[config.mk]
export PLATFORM = sky130hd
export DESIGN_NAME = crs_regset
export DESIGN_NICKNAME = d
export VERILOG_FILES = /design/src/hdl/crs_pkg.sv /design/src/hdl/crs_regset.sv /design/src/hdl/crs_stack_mem.sv
export VERILOG_INCLUDE_DIRS = /design/src /design/src/hdl
export SDC_FILE = /design/constraint.sdc
export NUM_CORES = 2
export LEC_CHECK = 0
export BUFFER_PORTS_ARGS = -buffer_cell sky130_fd_sc_hd__buf_2
export CAP_MARGIN = 20
export CORE_AREA = 4 4 450 452
export DETAILED_ROUTE_END_ITERATION = 16
export DIE_AREA = 0 0 454 456
export MAX_ROUTING_LAYER = met4
export PLACE_DENSITY_LB_ADDON = 0.12
export SYNTH_ARGS = -nofsm -noshare
export SYNTH_HDL_FRONTEND = slang
export SYNTH_SLANG_ARGS = --single-unit
[constraint.sdc]
create_clock -name core_clk -period 12.1 [get_ports core_clk]
set_input_delay 1.815 -clock core_clk [delete_from_list [all_inputs] [get_ports core_clk]]
set_output_delay 1.815 -clock core_clk [all_outputs]
set_load 0.05 [all_outputs]
[src/hdl/crs_cfg.svh]
`ifndef CRS_CFG_SVH
`define CRS_CFG_SVH

// Bus geometry and responses
`define CRS_ADDR_W       8
`define CRS_RESP_OKAY    2'b00
`define CRS_RESP_SLVERR  2'b10

// Register byte offsets
`define CRS_OFF_ACC      8'h00
`define CRS_OFF_IDX_X    8'h04
`define CRS_OFF_IDX_Y    8'h08
`define CRS_OFF_IP       8'h0C
`define CRS_OFF_FLAGS    8'h10
`define CRS_OFF_STACK    8'h14
`define CRS_OFF_OPERAND  8'h18
`define CRS_OFF_CMD      8'h1C
`define CRS_OFF_STATUS   8'h20
`define CRS_OFF_PRIO     8'h24
`define CRS_OFF_TARGET   8'h28
`define CRS_OFF_POPPED   8'h2C

// Flag word bit positions
`define CRS_CC_C         0
`define CRS_CC_Z         1
`define CRS_CC_N         2
`define CRS_CC_I0        3
`define CRS_CC_H         4
`define CRS_CC_I1        5
`define CRS_CC_FIXED     8'hC0

// Reset values (undefined flag bits taken as zero)
`define CRS_CC_RESET     8'hE8
`define CRS_SP_RESET_LO  8'hFF
`define CRS_SP_HIGH      8'h01
`define CRS_IP_RESET     16'h0000

// Priority mask encodings {high bit, low bit}
`define CRS_PRIO_MAIN    2'b10
`define CRS_PRIO_OFF     2'b11

// Stack frame slots and sizes
`define CRS_SLOT_IPL     3'd0
`define CRS_SLOT_IPH     3'd1
`define CRS_SLOT_X       3'd2
`define CRS_SLOT_A       3'd3
`define CRS_SLOT_CC      3'd4
`define CRS_FRAME_IRQ    3'd5
`define CRS_FRAME_CALL   3'd2
`define CRS_FRAME_BYTE   3'd1

`endif

[src/hdl/crs_pkg.sv]
package crs_pkg;

  // Commands written to the command register, coded in listed order
  typedef enum logic [4:0] {
    CMD_NOP, CMD_ADD, CMD_ADC, CMD_SUB, CMD_AND, CMD_LD, CMD_ROL,
    CMD_SCF, CMD_RCF, CMD_RIM, CMD_SIM, CMD_HALT, CMD_WFI, CMD_RSP,
    CMD_PUSH_A, CMD_POP_A, CMD_PUSH_CC, CMD_POP_CC, CMD_CALL, CMD_RET,
    CMD_IRQ, CMD_HANDLER_RETURN_OP
  } crs_cmd_type;

  // Stack sequencer states
  typedef enum logic [1:0] {
    ST_IDLE, ST_PUSH, ST_POP_RD, ST_POP_WR
  } crs_state_type;

  // Whole state of the register set
  typedef struct packed {
    logic          init;
    logic          awready;
    logic          wready;
    logic          arready;
    logic          bvalid;
    logic [1:0]    bresp;
    logic          rvalid;
    logic [1:0]    rresp;
    logic [31:0]   rdata;
    logic          aw_full;
    logic          w_full;
    logic [7:0]    waddr;
    logic [31:0]   wdata;
    logic [3:0]    wstrb;
    logic [7:0]    acc;
    logic [7:0]    idx_x;
    logic [7:0]    idx_y;
    logic [15:0]   instr_pointer;
    logic [7:0]    flag_word_reg;
    logic [7:0]    stack_ptr_lo;
    logic [7:0]    operand;
    logic [15:0]   target;
    logic [1:0]    prio_level_regs;
    logic [7:0]    popped;
    crs_state_type st;
    crs_cmd_type   kind;
    logic [2:0]    step;
    logic [2:0]    cnt;
    logic [2:0]    base;
  } crs_core_type;

endpackage : crs_pkg

[src/hdl/crs_regset.sv]
`timescale 1ns/10ps
`include "crs_cfg.svh"
// Behaviour
// RULE_01: Eight-bit accumulator for ALU operands, results
// RULE_02: Two index registers; second survives interrupt frames
// RULE_03: Sixteen-bit instruction pointer, low and high
// RULE_04: Flag word resets 111x1xxx, pushable, poppable
// RULE_05: Half carry from bit3 on add
// RULE_06: Sign flag copies result bit seven
// RULE_07: Zero flag set on zero result
// RULE_08: Carry on overflow, shifts, set/clear ops
// RULE_09: Two mask bits encode priority levels
// RULE_10: Mask bits loaded on entry, ops
// RULE_11: Stack pointer points free; post-dec, pre-inc
// RULE_12: 256-byte stack, fixed high, reload sets
// RULE_13: Stack pointer low byte directly loadable
// RULE_14: Stack pointer wraps silently both ways
// RULE_15: Interrupt saves low pointer byte first
// RULE_16: Call uses two bytes, interrupt five
// RULE_17: Flag bits seven, six read one
module crs_regset (
  // Clock and reset
  input  wire logic        core_clk,
  input  wire logic        arst_n,
  // AXI4-Lite write address
  input  wire logic [7:0]  s_axi_awaddr,
  input  wire logic        s_axi_awvalid,
  output logic             s_axi_awready,
  // AXI4-Lite write data
  input  wire logic [31:0] s_axi_wdata,
  input  wire logic [3:0]  s_axi_wstrb,
  input  wire logic        s_axi_wvalid,
  output logic             s_axi_wready,
  // AXI4-Lite write response
  output logic [1:0]       s_axi_bresp,
  output logic             s_axi_bvalid,
  input  wire logic        s_axi_bready,
  // AXI4-Lite read address
  input  wire logic [7:0]  s_axi_araddr,
  input  wire logic        s_axi_arvalid,
  output logic             s_axi_arready,
  // AXI4-Lite read data
  output logic [31:0]      s_axi_rdata,
  output logic [1:0]       s_axi_rresp,
  output logic             s_axi_rvalid,
  input  wire logic        s_axi_rready
);

  crs_pkg::crs_core_type r_r;
  crs_pkg::crs_core_type r_nxt;
  logic                  mem_we;
  logic [7:0]            mem_waddr;
  logic [7:0]            mem_wdata;
  logic [7:0]            mem_raddr;
  logic [7:0]            mem_rdata;

  // Word-aligned byte address
  function automatic logic [7:0] word_addr(input logic [7:0] a);
    word_addr = {a[7:2], 2'b00};
  endfunction : word_addr

  // Known register offsets
  function automatic logic is_mapped(input logic [7:0] a);
    case (word_addr(a))
      `CRS_OFF_ACC, `CRS_OFF_IDX_X, `CRS_OFF_IDX_Y, `CRS_OFF_IP,
      `CRS_OFF_FLAGS, `CRS_OFF_STACK, `CRS_OFF_OPERAND, `CRS_OFF_CMD,
      `CRS_OFF_STATUS, `CRS_OFF_PRIO, `CRS_OFF_TARGET, `CRS_OFF_POPPED:
        is_mapped = 1'b1;
      default:
        is_mapped = 1'b0;
    endcase
  endfunction : is_mapped

  // Byte lane merge under strobes
  function automatic logic [7:0] lane(input logic [7:0] old, input logic [7:0] new_b, input logic strb);
    lane = strb ? new_b : old;
  endfunction : lane

  // Byte saved in a given frame slot
  function automatic logic [7:0] slot_byte(input logic [2:0] slot, input crs_pkg::crs_core_type s);
    case (slot)
      `CRS_SLOT_IPL: slot_byte = s.instr_pointer[7:0];
      `CRS_SLOT_IPH: slot_byte = s.instr_pointer[15:8];
      `CRS_SLOT_X:   slot_byte = s.idx_x;
      `CRS_SLOT_A:   slot_byte = s.acc;
      default:       slot_byte = s.flag_word_reg;
    endcase
  endfunction : slot_byte

  // Stack memory, 256 bytes
  crs_stack_mem #(
    .DEPTH (256),
    .AW    (8)
  ) u_stack (
    .core_clk (core_clk),
    .arst_n   (arst_n),
    .we       (mem_we),
    .waddr    (mem_waddr),
    .wdata    (mem_wdata),
    .raddr    (mem_raddr),
    .rdata    (mem_rdata)
  );

  // Bus slave, command execution and stack sequencer
  always_comb
  begin
    logic [8:0]  sum;
    logic [4:0]  half;
    logic [7:0]  res;
    logic        cin;
    logic        busy;
    logic [2:0]  slot;
    logic [7:0]  rd;
    crs_pkg::crs_cmd_type cmd;
    sum = '0;
    half = '0;
    res = '0;
    cin = 1'b0;
    slot = '0;
    rd = '0;
    cmd = crs_pkg::CMD_NOP;
    busy = (r_r.st != crs_pkg::ST_IDLE);
    r_nxt = r_r;
    mem_we = 1'b0;
    mem_waddr = r_r.stack_ptr_lo;
    mem_wdata = slot_byte(r_r.base + r_r.step, r_r);
    mem_raddr = r_r.stack_ptr_lo + 8'h01;

    // Ready lines rise once after reset
    if (!r_r.init)
    begin
      r_nxt.init = 1'b1;
      r_nxt.awready = 1'b1;
      r_nxt.wready = 1'b1;
      r_nxt.arready = 1'b1;
    end

    // Write address and data taken in either order
    if (s_axi_awvalid && r_r.awready)
    begin
      r_nxt.aw_full = 1'b1;
      r_nxt.waddr = s_axi_awaddr;
      r_nxt.awready = 1'b0;
    end
    if (s_axi_wvalid && r_r.wready)
    begin
      r_nxt.w_full = 1'b1;
      r_nxt.wdata = s_axi_wdata;
      r_nxt.wstrb = s_axi_wstrb;
      r_nxt.wready = 1'b0;
    end

    // Response retires, slave reopens
    if (r_r.bvalid && s_axi_bready)
    begin
      r_nxt.bvalid = 1'b0;
      r_nxt.awready = 1'b1;
      r_nxt.wready = 1'b1;
    end

    // Register write once both halves held
    if (r_r.aw_full && r_r.w_full && !r_r.bvalid)
    begin
      r_nxt.aw_full = 1'b0;
      r_nxt.w_full = 1'b0;
      r_nxt.bvalid = 1'b1;
      r_nxt.bresp = is_mapped(r_r.waddr) ? `CRS_RESP_OKAY : `CRS_RESP_SLVERR;
      if (!busy)
      begin
        case (word_addr(r_r.waddr))
          // RULE_01 accumulator write
          `CRS_OFF_ACC:     r_nxt.acc = lane(r_r.acc, r_r.wdata[7:0], r_r.wstrb[0]);
          `CRS_OFF_IDX_X:   r_nxt.idx_x = lane(r_r.idx_x, r_r.wdata[7:0], r_r.wstrb[0]);
          `CRS_OFF_IDX_Y:   r_nxt.idx_y = lane(r_r.idx_y, r_r.wdata[7:0], r_r.wstrb[0]);
          `CRS_OFF_IP:
          begin
            // RULE_03 separate pointer halves
            r_nxt.instr_pointer[7:0] = lane(r_r.instr_pointer[7:0], r_r.wdata[7:0], r_r.wstrb[0]);
            r_nxt.instr_pointer[15:8] = lane(r_r.instr_pointer[15:8], r_r.wdata[15:8], r_r.wstrb[1]);
          end
          // RULE_17 fixed ones kept
          `CRS_OFF_FLAGS:   r_nxt.flag_word_reg = lane(r_r.flag_word_reg, r_r.wdata[7:0], r_r.wstrb[0])
                                                | `CRS_CC_FIXED;
          // RULE_13 direct low byte load
          `CRS_OFF_STACK:   r_nxt.stack_ptr_lo = lane(r_r.stack_ptr_lo, r_r.wdata[7:0], r_r.wstrb[0]);
          `CRS_OFF_OPERAND: r_nxt.operand = lane(r_r.operand, r_r.wdata[7:0], r_r.wstrb[0]);
          `CRS_OFF_PRIO:    r_nxt.prio_level_regs = r_r.wstrb[0] ? r_r.wdata[1:0] : r_r.prio_level_regs;
          `CRS_OFF_TARGET:
          begin
            r_nxt.target[7:0] = lane(r_r.target[7:0], r_r.wdata[7:0], r_r.wstrb[0]);
            r_nxt.target[15:8] = lane(r_r.target[15:8], r_r.wdata[15:8], r_r.wstrb[1]);
          end
          `CRS_OFF_CMD:
          begin
            if (r_r.wstrb[0])
            begin
              cmd = crs_pkg::crs_cmd_type'(r_r.wdata[4:0]);
            end
          end
          default:
          begin
          end
        endcase
      end
    end

    // Command execution
    r_nxt.kind = cmd;
    r_nxt.step = 3'd0;
    case (cmd)
      crs_pkg::CMD_ADD, crs_pkg::CMD_ADC:
      begin
        cin = (cmd == crs_pkg::CMD_ADC) ? r_r.flag_word_reg[`CRS_CC_C] : 1'b0;
        sum = {1'b0, r_r.acc} + {1'b0, r_r.operand} + {8'h00, cin};
        half = {1'b0, r_r.acc[3:0]} + {1'b0, r_r.operand[3:0]} + {4'h0, cin};
        res = sum[7:0];
        // RULE_05 carry out of bit three
        r_nxt.flag_word_reg[`CRS_CC_H] = half[4];
        // RULE_08 carry on overflow
        r_nxt.flag_word_reg[`CRS_CC_C] = sum[8];
      end
      crs_pkg::CMD_SUB:
      begin
        sum = {1'b0, r_r.acc} - {1'b0, r_r.operand};
        res = sum[7:0];
        // RULE_08 borrow on underflow
        r_nxt.flag_word_reg[`CRS_CC_C] = sum[8];
      end
      crs_pkg::CMD_AND: res = r_r.acc & r_r.operand;
      crs_pkg::CMD_LD:  res = r_r.operand;
      crs_pkg::CMD_ROL:
      begin
        res = {r_r.acc[6:0], r_r.flag_word_reg[`CRS_CC_C]};
        // RULE_08 rotate through carry
        r_nxt.flag_word_reg[`CRS_CC_C] = r_r.acc[7];
      end
      // RULE_08 direct carry set, clear
      crs_pkg::CMD_SCF: r_nxt.flag_word_reg[`CRS_CC_C] = 1'b1;
      crs_pkg::CMD_RCF: r_nxt.flag_word_reg[`CRS_CC_C] = 1'b0;
      // RULE_10 software mask updates
      crs_pkg::CMD_RIM, crs_pkg::CMD_HALT, crs_pkg::CMD_WFI:
        {r_nxt.flag_word_reg[`CRS_CC_I1], r_nxt.flag_word_reg[`CRS_CC_I0]} = `CRS_PRIO_MAIN;
      // RULE_09 level three disables
      crs_pkg::CMD_SIM:
        {r_nxt.flag_word_reg[`CRS_CC_I1], r_nxt.flag_word_reg[`CRS_CC_I0]} = `CRS_PRIO_OFF;
      // RULE_12 reload to stack top
      crs_pkg::CMD_RSP: r_nxt.stack_ptr_lo = `CRS_SP_RESET_LO;
      crs_pkg::CMD_PUSH_A, crs_pkg::CMD_PUSH_CC:
      begin
        r_nxt.st = crs_pkg::ST_PUSH;
        r_nxt.cnt = `CRS_FRAME_BYTE;
        r_nxt.base = (cmd == crs_pkg::CMD_PUSH_A) ? `CRS_SLOT_A : `CRS_SLOT_CC;
      end
      crs_pkg::CMD_POP_A, crs_pkg::CMD_POP_CC:
      begin
        r_nxt.st = crs_pkg::ST_POP_RD;
        r_nxt.cnt = `CRS_FRAME_BYTE;
        r_nxt.base = (cmd == crs_pkg::CMD_POP_A) ? `CRS_SLOT_A : `CRS_SLOT_CC;
      end
      // RULE_16 frame sizes
      crs_pkg::CMD_CALL, crs_pkg::CMD_IRQ:
      begin
        r_nxt.st = crs_pkg::ST_PUSH;
        r_nxt.cnt = (cmd == crs_pkg::CMD_CALL) ? `CRS_FRAME_CALL : `CRS_FRAME_IRQ;
        r_nxt.base = `CRS_SLOT_IPL;
      end
      crs_pkg::CMD_RET, crs_pkg::CMD_HANDLER_RETURN_OP:
      begin
        r_nxt.st = crs_pkg::ST_POP_RD;
        r_nxt.cnt = (cmd == crs_pkg::CMD_RET) ? `CRS_FRAME_CALL : `CRS_FRAME_IRQ;
        r_nxt.base = `CRS_SLOT_IPL;
      end
      default:
      begin
        r_nxt.kind = r_r.kind;
        r_nxt.step = r_r.step;
      end
    endcase

    // Result flags for data operations
    case (cmd)
      crs_pkg::CMD_ADD, crs_pkg::CMD_ADC, crs_pkg::CMD_SUB,
      crs_pkg::CMD_AND, crs_pkg::CMD_LD, crs_pkg::CMD_ROL:
      begin
        r_nxt.acc = res;
        // RULE_06 sign from bit seven
        r_nxt.flag_word_reg[`CRS_CC_N] = res[7];
        // RULE_07 zero result
        r_nxt.flag_word_reg[`CRS_CC_Z] = (res == 8'h00);
      end
      default:
      begin
      end
    endcase

    // Stack sequencer
    case (r_r.st)
      crs_pkg::ST_PUSH:
      begin
        // RULE_15 first byte at pointer
        mem_we = 1'b1;
        // RULE_11 decrement after push
        // RULE_14 silent eight-bit wrap
        r_nxt.stack_ptr_lo = r_r.stack_ptr_lo - 8'h01;
        r_nxt.step = r_r.step + 3'd1;
        if (r_r.step == r_r.cnt - 3'd1)
        begin
          r_nxt.st = crs_pkg::ST_IDLE;
          if (r_r.kind == crs_pkg::CMD_IRQ || r_r.kind == crs_pkg::CMD_CALL)
          begin
            r_nxt.instr_pointer = r_r.target;
          end
          if (r_r.kind == crs_pkg::CMD_IRQ)
          begin
            // RULE_10 mask from level registers
            {r_nxt.flag_word_reg[`CRS_CC_I1], r_nxt.flag_word_reg[`CRS_CC_I0]} = r_r.prio_level_regs;
          end
        end
      end
      crs_pkg::ST_POP_RD:
      begin
        // RULE_11 increment before pop
        r_nxt.stack_ptr_lo = r_r.stack_ptr_lo + 8'h01;
        r_nxt.st = crs_pkg::ST_POP_WR;
      end
      crs_pkg::ST_POP_WR:
      begin
        rd = mem_rdata;
        slot = r_r.base + r_r.cnt - 3'd1 - r_r.step;
        r_nxt.popped = rd;
        // RULE_02 second index never in frame
        case (slot)
          `CRS_SLOT_IPL: r_nxt.instr_pointer[7:0] = rd;
          `CRS_SLOT_IPH: r_nxt.instr_pointer[15:8] = rd;
          `CRS_SLOT_X:   r_nxt.idx_x = rd;
          `CRS_SLOT_A:   r_nxt.acc = rd;
          // RULE_04 flag word popped
          default:       r_nxt.flag_word_reg = rd | `CRS_CC_FIXED;
        endcase
        r_nxt.step = r_r.step + 3'd1;
        r_nxt.st = (r_r.step == r_r.cnt - 3'd1) ? crs_pkg::ST_IDLE : crs_pkg::ST_POP_RD;
      end
      default:
      begin
      end
    endcase

    // Read channel
    if (r_r.rvalid && s_axi_rready)
    begin
      r_nxt.rvalid = 1'b0;
      r_nxt.arready = 1'b1;
    end
    if (s_axi_arvalid && r_r.arready)
    begin
      r_nxt.arready = 1'b0;
      r_nxt.rvalid = 1'b1;
      r_nxt.rresp = is_mapped(s_axi_araddr) ? `CRS_RESP_OKAY : `CRS_RESP_SLVERR;
      r_nxt.rdata = 32'h0000_0000;
      case (word_addr(s_axi_araddr))
        `CRS_OFF_ACC:     r_nxt.rdata[7:0] = r_r.acc;
        `CRS_OFF_IDX_X:   r_nxt.rdata[7:0] = r_r.idx_x;
        `CRS_OFF_IDX_Y:   r_nxt.rdata[7:0] = r_r.idx_y;
        `CRS_OFF_IP:      r_nxt.rdata[15:0] = r_r.instr_pointer;
        // RULE_17 top bits read one
        `CRS_OFF_FLAGS:   r_nxt.rdata[7:0] = r_r.flag_word_reg | `CRS_CC_FIXED;
        // RULE_12 fixed high byte
        `CRS_OFF_STACK:   r_nxt.rdata[15:0] = {`CRS_SP_HIGH, r_r.stack_ptr_lo};
        `CRS_OFF_OPERAND: r_nxt.rdata[7:0] = r_r.operand;
        `CRS_OFF_STATUS:  r_nxt.rdata[0] = busy;
        `CRS_OFF_PRIO:    r_nxt.rdata[1:0] = r_r.prio_level_regs;
        `CRS_OFF_TARGET:  r_nxt.rdata[15:0] = r_r.target;
        `CRS_OFF_POPPED:  r_nxt.rdata[7:0] = r_r.popped;
        default:
        begin
        end
      endcase
    end
  end

  // State register with documented reset values
  always_ff @(posedge core_clk or negedge arst_n)
  begin
    if (!arst_n)
    begin
      r_r <= '0;
      // RULE_04 flag word reset
      r_r.flag_word_reg <= `CRS_CC_RESET;
      // RULE_12 pointer low bits set
      r_r.stack_ptr_lo <= `CRS_SP_RESET_LO;
      r_r.instr_pointer <= `CRS_IP_RESET;
      r_r.st <= crs_pkg::ST_IDLE;
      r_r.kind <= crs_pkg::CMD_NOP;
    end
    else
    begin
      r_r <= r_nxt;
    end
  end

  // Bus outputs straight from state
  assign s_axi_awready = r_r.awready;
  assign s_axi_wready  = r_r.wready;
  assign s_axi_bvalid  = r_r.bvalid;
  assign s_axi_bresp   = r_r.bresp;
  assign s_axi_arready = r_r.arready;
  assign s_axi_rvalid  = r_r.rvalid;
  assign s_axi_rresp   = r_r.rresp;
  assign s_axi_rdata   = r_r.rdata;

endmodule : crs_regset

[src/hdl/crs_stack_mem.sv]
`timescale 1ns/10ps
module crs_stack_mem #(
  parameter int DEPTH = 256,
  parameter int AW    = 8
) (
  // Clock and reset
  input  wire logic          core_clk,
  input  wire logic          arst_n,
  // Write port
  input  wire logic          we,
  input  wire logic [AW-1:0] waddr,
  input  wire logic [7:0]    wdata,
  // Registered read port
  input  wire logic [AW-1:0] raddr,
  output logic      [7:0]    rdata
);

  typedef struct packed {
    logic [DEPTH-1:0][7:0] mem;
    logic [7:0]            rdata;
  } crs_mem_type;

  crs_mem_type r_r;
  crs_mem_type r_nxt;

  // Write one byte, read one byte a cycle later
  always_comb
  begin
    r_nxt = r_r;
    r_nxt.rdata = r_r.mem[raddr];
    if (we)
    begin
      r_nxt.mem[waddr] = wdata;
    end
  end

  // State register
  always_ff @(posedge core_clk or negedge arst_n)
  begin
    if (!arst_n)
    begin
      r_r <= '0;
    end
    else
    begin
      r_r <= r_nxt;
    end
  end

  assign rdata = r_r.rdata;

endmodule : crs_stack_mem

Yosys cells after proc, flatten, opt, wreduce, memory -nomap -nowiden
Index checks and enable logic that the tools add are counted.
{"block": "op_classes", "n_addsub": 13, "magnitude_cmp": 3, "n_eq_ne": 59, "muxes": 95, "bitwise_logic": 2, "reduce_logical": 46}
{"operator": "bitwise mux 2048 bit", "count": 1}
{"operator": "2-to-1 mux 8 bit", "count": 24}
{"operator": "2-to-1 mux 82 bit", "count": 2}
{"operator": "2-to-1 mux 16 bit", "count": 5}
{"operator": "binary-select mux 8 bit (select 8 bit)", "count": 1}
{"operator": "demux 8 bit (select 8 bit)", "count": 1}
{"operator": "one-hot mux 6 bit (9 select lines)", "count": 1}
{"operator": "== test 6 x 3 -> 1 bit, second input constant", "count": 8}
{"operator": "== test 6 x 4 -> 1 bit, second input constant", "count": 8}
{"operator": "== test 5 x 4 -> 1 bit, second input constant", "count": 8}
{"operator": "== test 5 bit, second input constant", "count": 8}
{"operator": "one-hot mux 8 bit (5 select lines)", "count": 1}
{"operator": "2-to-1 mux 35 bit", "count": 1}
{"operator": "one-hot mux 16 bit (2 select lines)", "count": 1}
{"operator": "one-hot mux 8 bit (4 select lines)", "count": 1}
{"operator": "2-to-1 mux 3 bit", "count": 9}
{"operator": "== test 6 x 2 -> 1 bit, second input constant", "count": 4}
{"operator": "one-hot mux 6 bit (4 select lines)", "count": 1}
{"operator": "one-hot mux 8 bit (3 select lines)", "count": 1}
{"operator": "AND reduction 4 bit", "count": 6}
{"operator": "OR reduction 12 bit", "count": 2}
{"operator": "2-to-1 mux 1 bit", "count": 21}
{"operator": "OR reduction 21 bit", "count": 1}
{"operator": "== test 5 x 3 -> 1 bit, second input constant", "count": 4}
{"operator": "other kinds (47)", "count": 98}
{"block": "totals", "register_bits": 2216, "input_bits": 59, "output_inout_bits": 41, "wordCells": 505}

Logic depth before layout (Yosys ltp)
{"block": "depth", "word_depth": 12, "mapped_depth": 16, "depth_no_buf": 15}

Hierarchy
A second synthesis with hierarchy kept.
{"block": "unflattened", "hier_cells": 7074, "hier_area_um2": 103236.5}
{"mod": "crs_stack_mem", "instances": 1, "cells_each": 6028, "area_per_inst_um2": 93430.9, "seq_area_each_um2": 51449.3}
{"mod": "crs_regset", "instances": 1, "cells_each": 1046, "area_per_inst_um2": 9805.7, "seq_area_each_um2": 3893.7}

Least setup slack after synthesis
Ideal clock, no wire load.
{"block": "synth_timing", "kind": "reg-to-reg", "startpoint": "register r_r, in the netlist mem_waddr[0]", "endpoint": "register u_stack.r_r, in the netlist u_stack.rdata[0]", "setup_ps": 142, "arrival_ps": 4341, "required_ps": 11958, "slack_ps": 7617, "stages_incl_launch_ff": 17, "path_buffers": 9, "synth_period_minus_slack_ps": 4483, "cell_sequence": "dfstp_2 > buf_6 > buf_6 > buf_6 > buf_4 > buf_4 > inv_1 > ha_1 > clkbuf_1 > clkbuf_1 > clkbuf_1 > clkbuf_1 > mux4_2 > mux4_2 > a221o_1 > a22oi_1 > o221ai_1"}
{"element": "start, declared", "line": "crs_regset.sv:49", "rtl": "crs_pkg::crs_core_type r_r;"}
{"element": "start signal, assigned", "line": "crs_regset.sv:397", "rtl": "r_r <= r_nxt;"}
{"element": "end signal, assigned", "line": "crs_stack_mem.sv:46", "rtl": "r_r <= r_nxt;"}
{"element": "end, declared", "line": "crs_stack_mem.sv:23", "rtl": "crs_mem_type r_r;"}

==> reports/metrics.cfg <==
[status]
status=finished, final reports clean

[timing]
final-setup-viol-count=0
hold_violations=0
skew_ns=0.0271
slew_headroom=0.119
tns_ns=0
rsz0062_at_grt=no
worstMarginPinSlew_ns=1.32
drv_slew=0
finalCritPeriodShare=0.534
max_freq_mhz=155
period_needed_ns=6.46

[global_routing]
first_global_vias=67000
grt_usage=0.278
overflow=0
grt_start_max_net_pins=235
antenna_found_initial=9
grt_pass1_wl_um=426000

[detailed_routing]
vias=67800
wl_per_cell_um=24.0
wl_met2_um=128000
wirelength_um=276000
met3WireLength_um=18000
drtPass1Iterations=8
drtIter0Drc=6025
routed.top_layer=met4
ant_nets=0
routedLengthMet1_um=121000
vias_per_cell=5.90
remaining_drc_errors=0

[floorplanning]
ios=100
die_h_um=456
die-area_mm2=0.207
core_area_mm2=0.199
std_cell_rows=164
die_width_um=454
start_util=0.496

[synth]
synth.distinct_cells=70
synth_edf_count=0
synth_ff_type=dfrtp_1
yosysSeqAreaShare=0.561
yosysTopAreaCell=dfrtp_1
syn_inst=8959
ys_ff_latch=2211
async_reset_ff_frac=1.00
synth_area_per_cell_um2=11.0
synth.most_common_cell=dfrtp_1
synth_common_cells=dfrtp_1 (2,199), nand2_1 (1,741), o21ai_0 (1,525)
synth_area_mm2=0.0987
netlist.area_leader.share=0.558
synthTopCellsByArea=dfrtp_1 (56%), mux4_2 (15%), o21ai_0 (7.7%)
yosysWarnings=0

[placed_design]
dpl_cell_area_mm2=0.101
place_inst=11000
hpwlAfterDp_um=171000
place_congestion=0.891
port_buffers=59

[finish]
area_growth_pct=10.3
stdcell_count=11500
final_area_mm2=0.109
drive_gt1_frac=0.155
nNetsFinal=8743

[run]
drv_cap=0

[power_and_ir_drop]
p_leak_uw=0.0475
peakVddDrop_mv=0.185
power_density_mw_per_mm2=170

[clock_network]
clk_latency_ns=0.89
cts_tree=built
cts_max_level=4
root_buffer=clkbuf_16
cts.path.max_buffers=3
clk_pin_slew_ns=0.06
ctsResizeCount=0
cts_buffers=226
post_cts_buffers=0
cts_hold_buf=0
cts.sink_count=2211

[setup_path]
path_max_fanout=88
crit_type=reg2reg
cp_cell_sequence=buf_4 -> buf_12 -> buf_4 -> buf_4 -> mux4_2 -> mux4_2 -> a22o_1 -> a221oi_1 -> nor3_1 -> or3_1
critPathMaxStageDelay_ns=0.87
ff2ff_setup_slack_ns=5.64
path_delay_family=buffers and inverters
crit_path_start_kind=register
path_buf_inv=4
cp-end-kind=register
cp.required_ns=12.85
cp.arrival_ns=7.21
cp_slowest_cell=dfstp_4
cpMostUsedCell=buf_4

[worst_hold_path]
hp-class=reg2reg

==> per-layer routing <==
layer	track usage	up-vias
met5	-	-
met4	0.0855	0
met3	0.0429	451
met2	0.414	2121
met1	0.397	34400
li1	-	30900
==> cell usage in the layout (no fill, tap or decap), types with 55 or more instances in the layout <==
cell type	synthesis	layout
a21oi_1	674	674
inv_1	55	55
clkbuf_16	0	231
buf_2	56	58
mux2_2	55	55
o21ai_0	1525	1525
buf_4	51	126
mux4_2	652	652
dfrtp_1	2199	2199
nand2_1	1741	1741
nand3_1	62	58
nor2_1	779	761
clkbuf_8	0	68
==> worst paths after layout <==
kind                                endpoint        startpoint  depth (start not counted)
max                         u_stack.rdata[5]      mem_waddr[0]                         10
min                         u_stack.r_r[742]  u_stack.r_r[742]                          2
max reg2reg                 u_stack.rdata[5]      mem_waddr[0]                         10
min reg2reg                 u_stack.r_r[742]  u_stack.r_r[742]                          2
max in group asynchronous  u_stack.r_r[1882]            arst_n                          4
min in group asynchronous   u_stack.r_r[750]            arst_n                          1
==> registers in the layout (all words and copies together), names as in the netlist <==
register / flops
u_stack.r_r: 2048
r_r: 124
s_axi_rdata: 16
mem_waddr: 8
u_stack.rdata: 8
s_axi_arready: 1
s_axi_awready: 1
s_axi_bresp: 1
s_axi_bvalid: 1
s_axi_rresp: 1
s_axi_rvalid: 1
s_axi_wready: 1
==> power breakdown <==
| part | internal (µW) | switching [µW] |
|---|---|---|
| logic | 914 | 2480 |
| registers | 7530 | 205 |
| clock network | 4390 | 2970 |
| total | 12800 | 5650 |
==> worst register-to-register path, delay by kind of cell (launching register included) <==
family / cells / cell delay (ns)
buffers and inverters: 4 / 2.77
AND/OR/NAND/NOR: 2 / 0.46
AO/OA/AOI/OAI: 2 / 1.05
flip-flops: 1 / 0.87
multiplexers: 2 / 1.20
==> cells by family (layout without fill, tap and decap cells) <==
family,count (synthesis),in the layout,share of synthesized area
flops,2211,2211,0.561
mux,757,757,0.160
xor+xnor,24,24,0.00227
compound gates,2428,2428,0.131
fa+ha+maj,37,37,0.00515
buf+inv,827,692,0.0355
simple gates,2673,2673,0.105
other cells,2,25,0.0000761
==> layout make-up <==
cell class	count	area [µm²]
fillers	17000	90100
flip-flops and latches	2211	55300
multi-input cells	5938	40100
clock buffers	337	6850
well taps	2656	3320
repair buffers	214	1800
clock inverters	85	1090
inverters	56	210
diodes	6	15.0
==> metrics by stage <==
stage	utilization	total power (µW)	setup slack, ns	hold slack, ns
floorplan	-	10000	7.62	0.445
global placement	0.505	11200	5.47	0.456
detailed placement	0.506	11300	5.50	0.465
CTS	0.545	18600	5.50	0.478
global route	0.547	19200	5.14	0.493
finish	0.547	18500	5.64	0.472
Power figures use the tool's default switching activity.
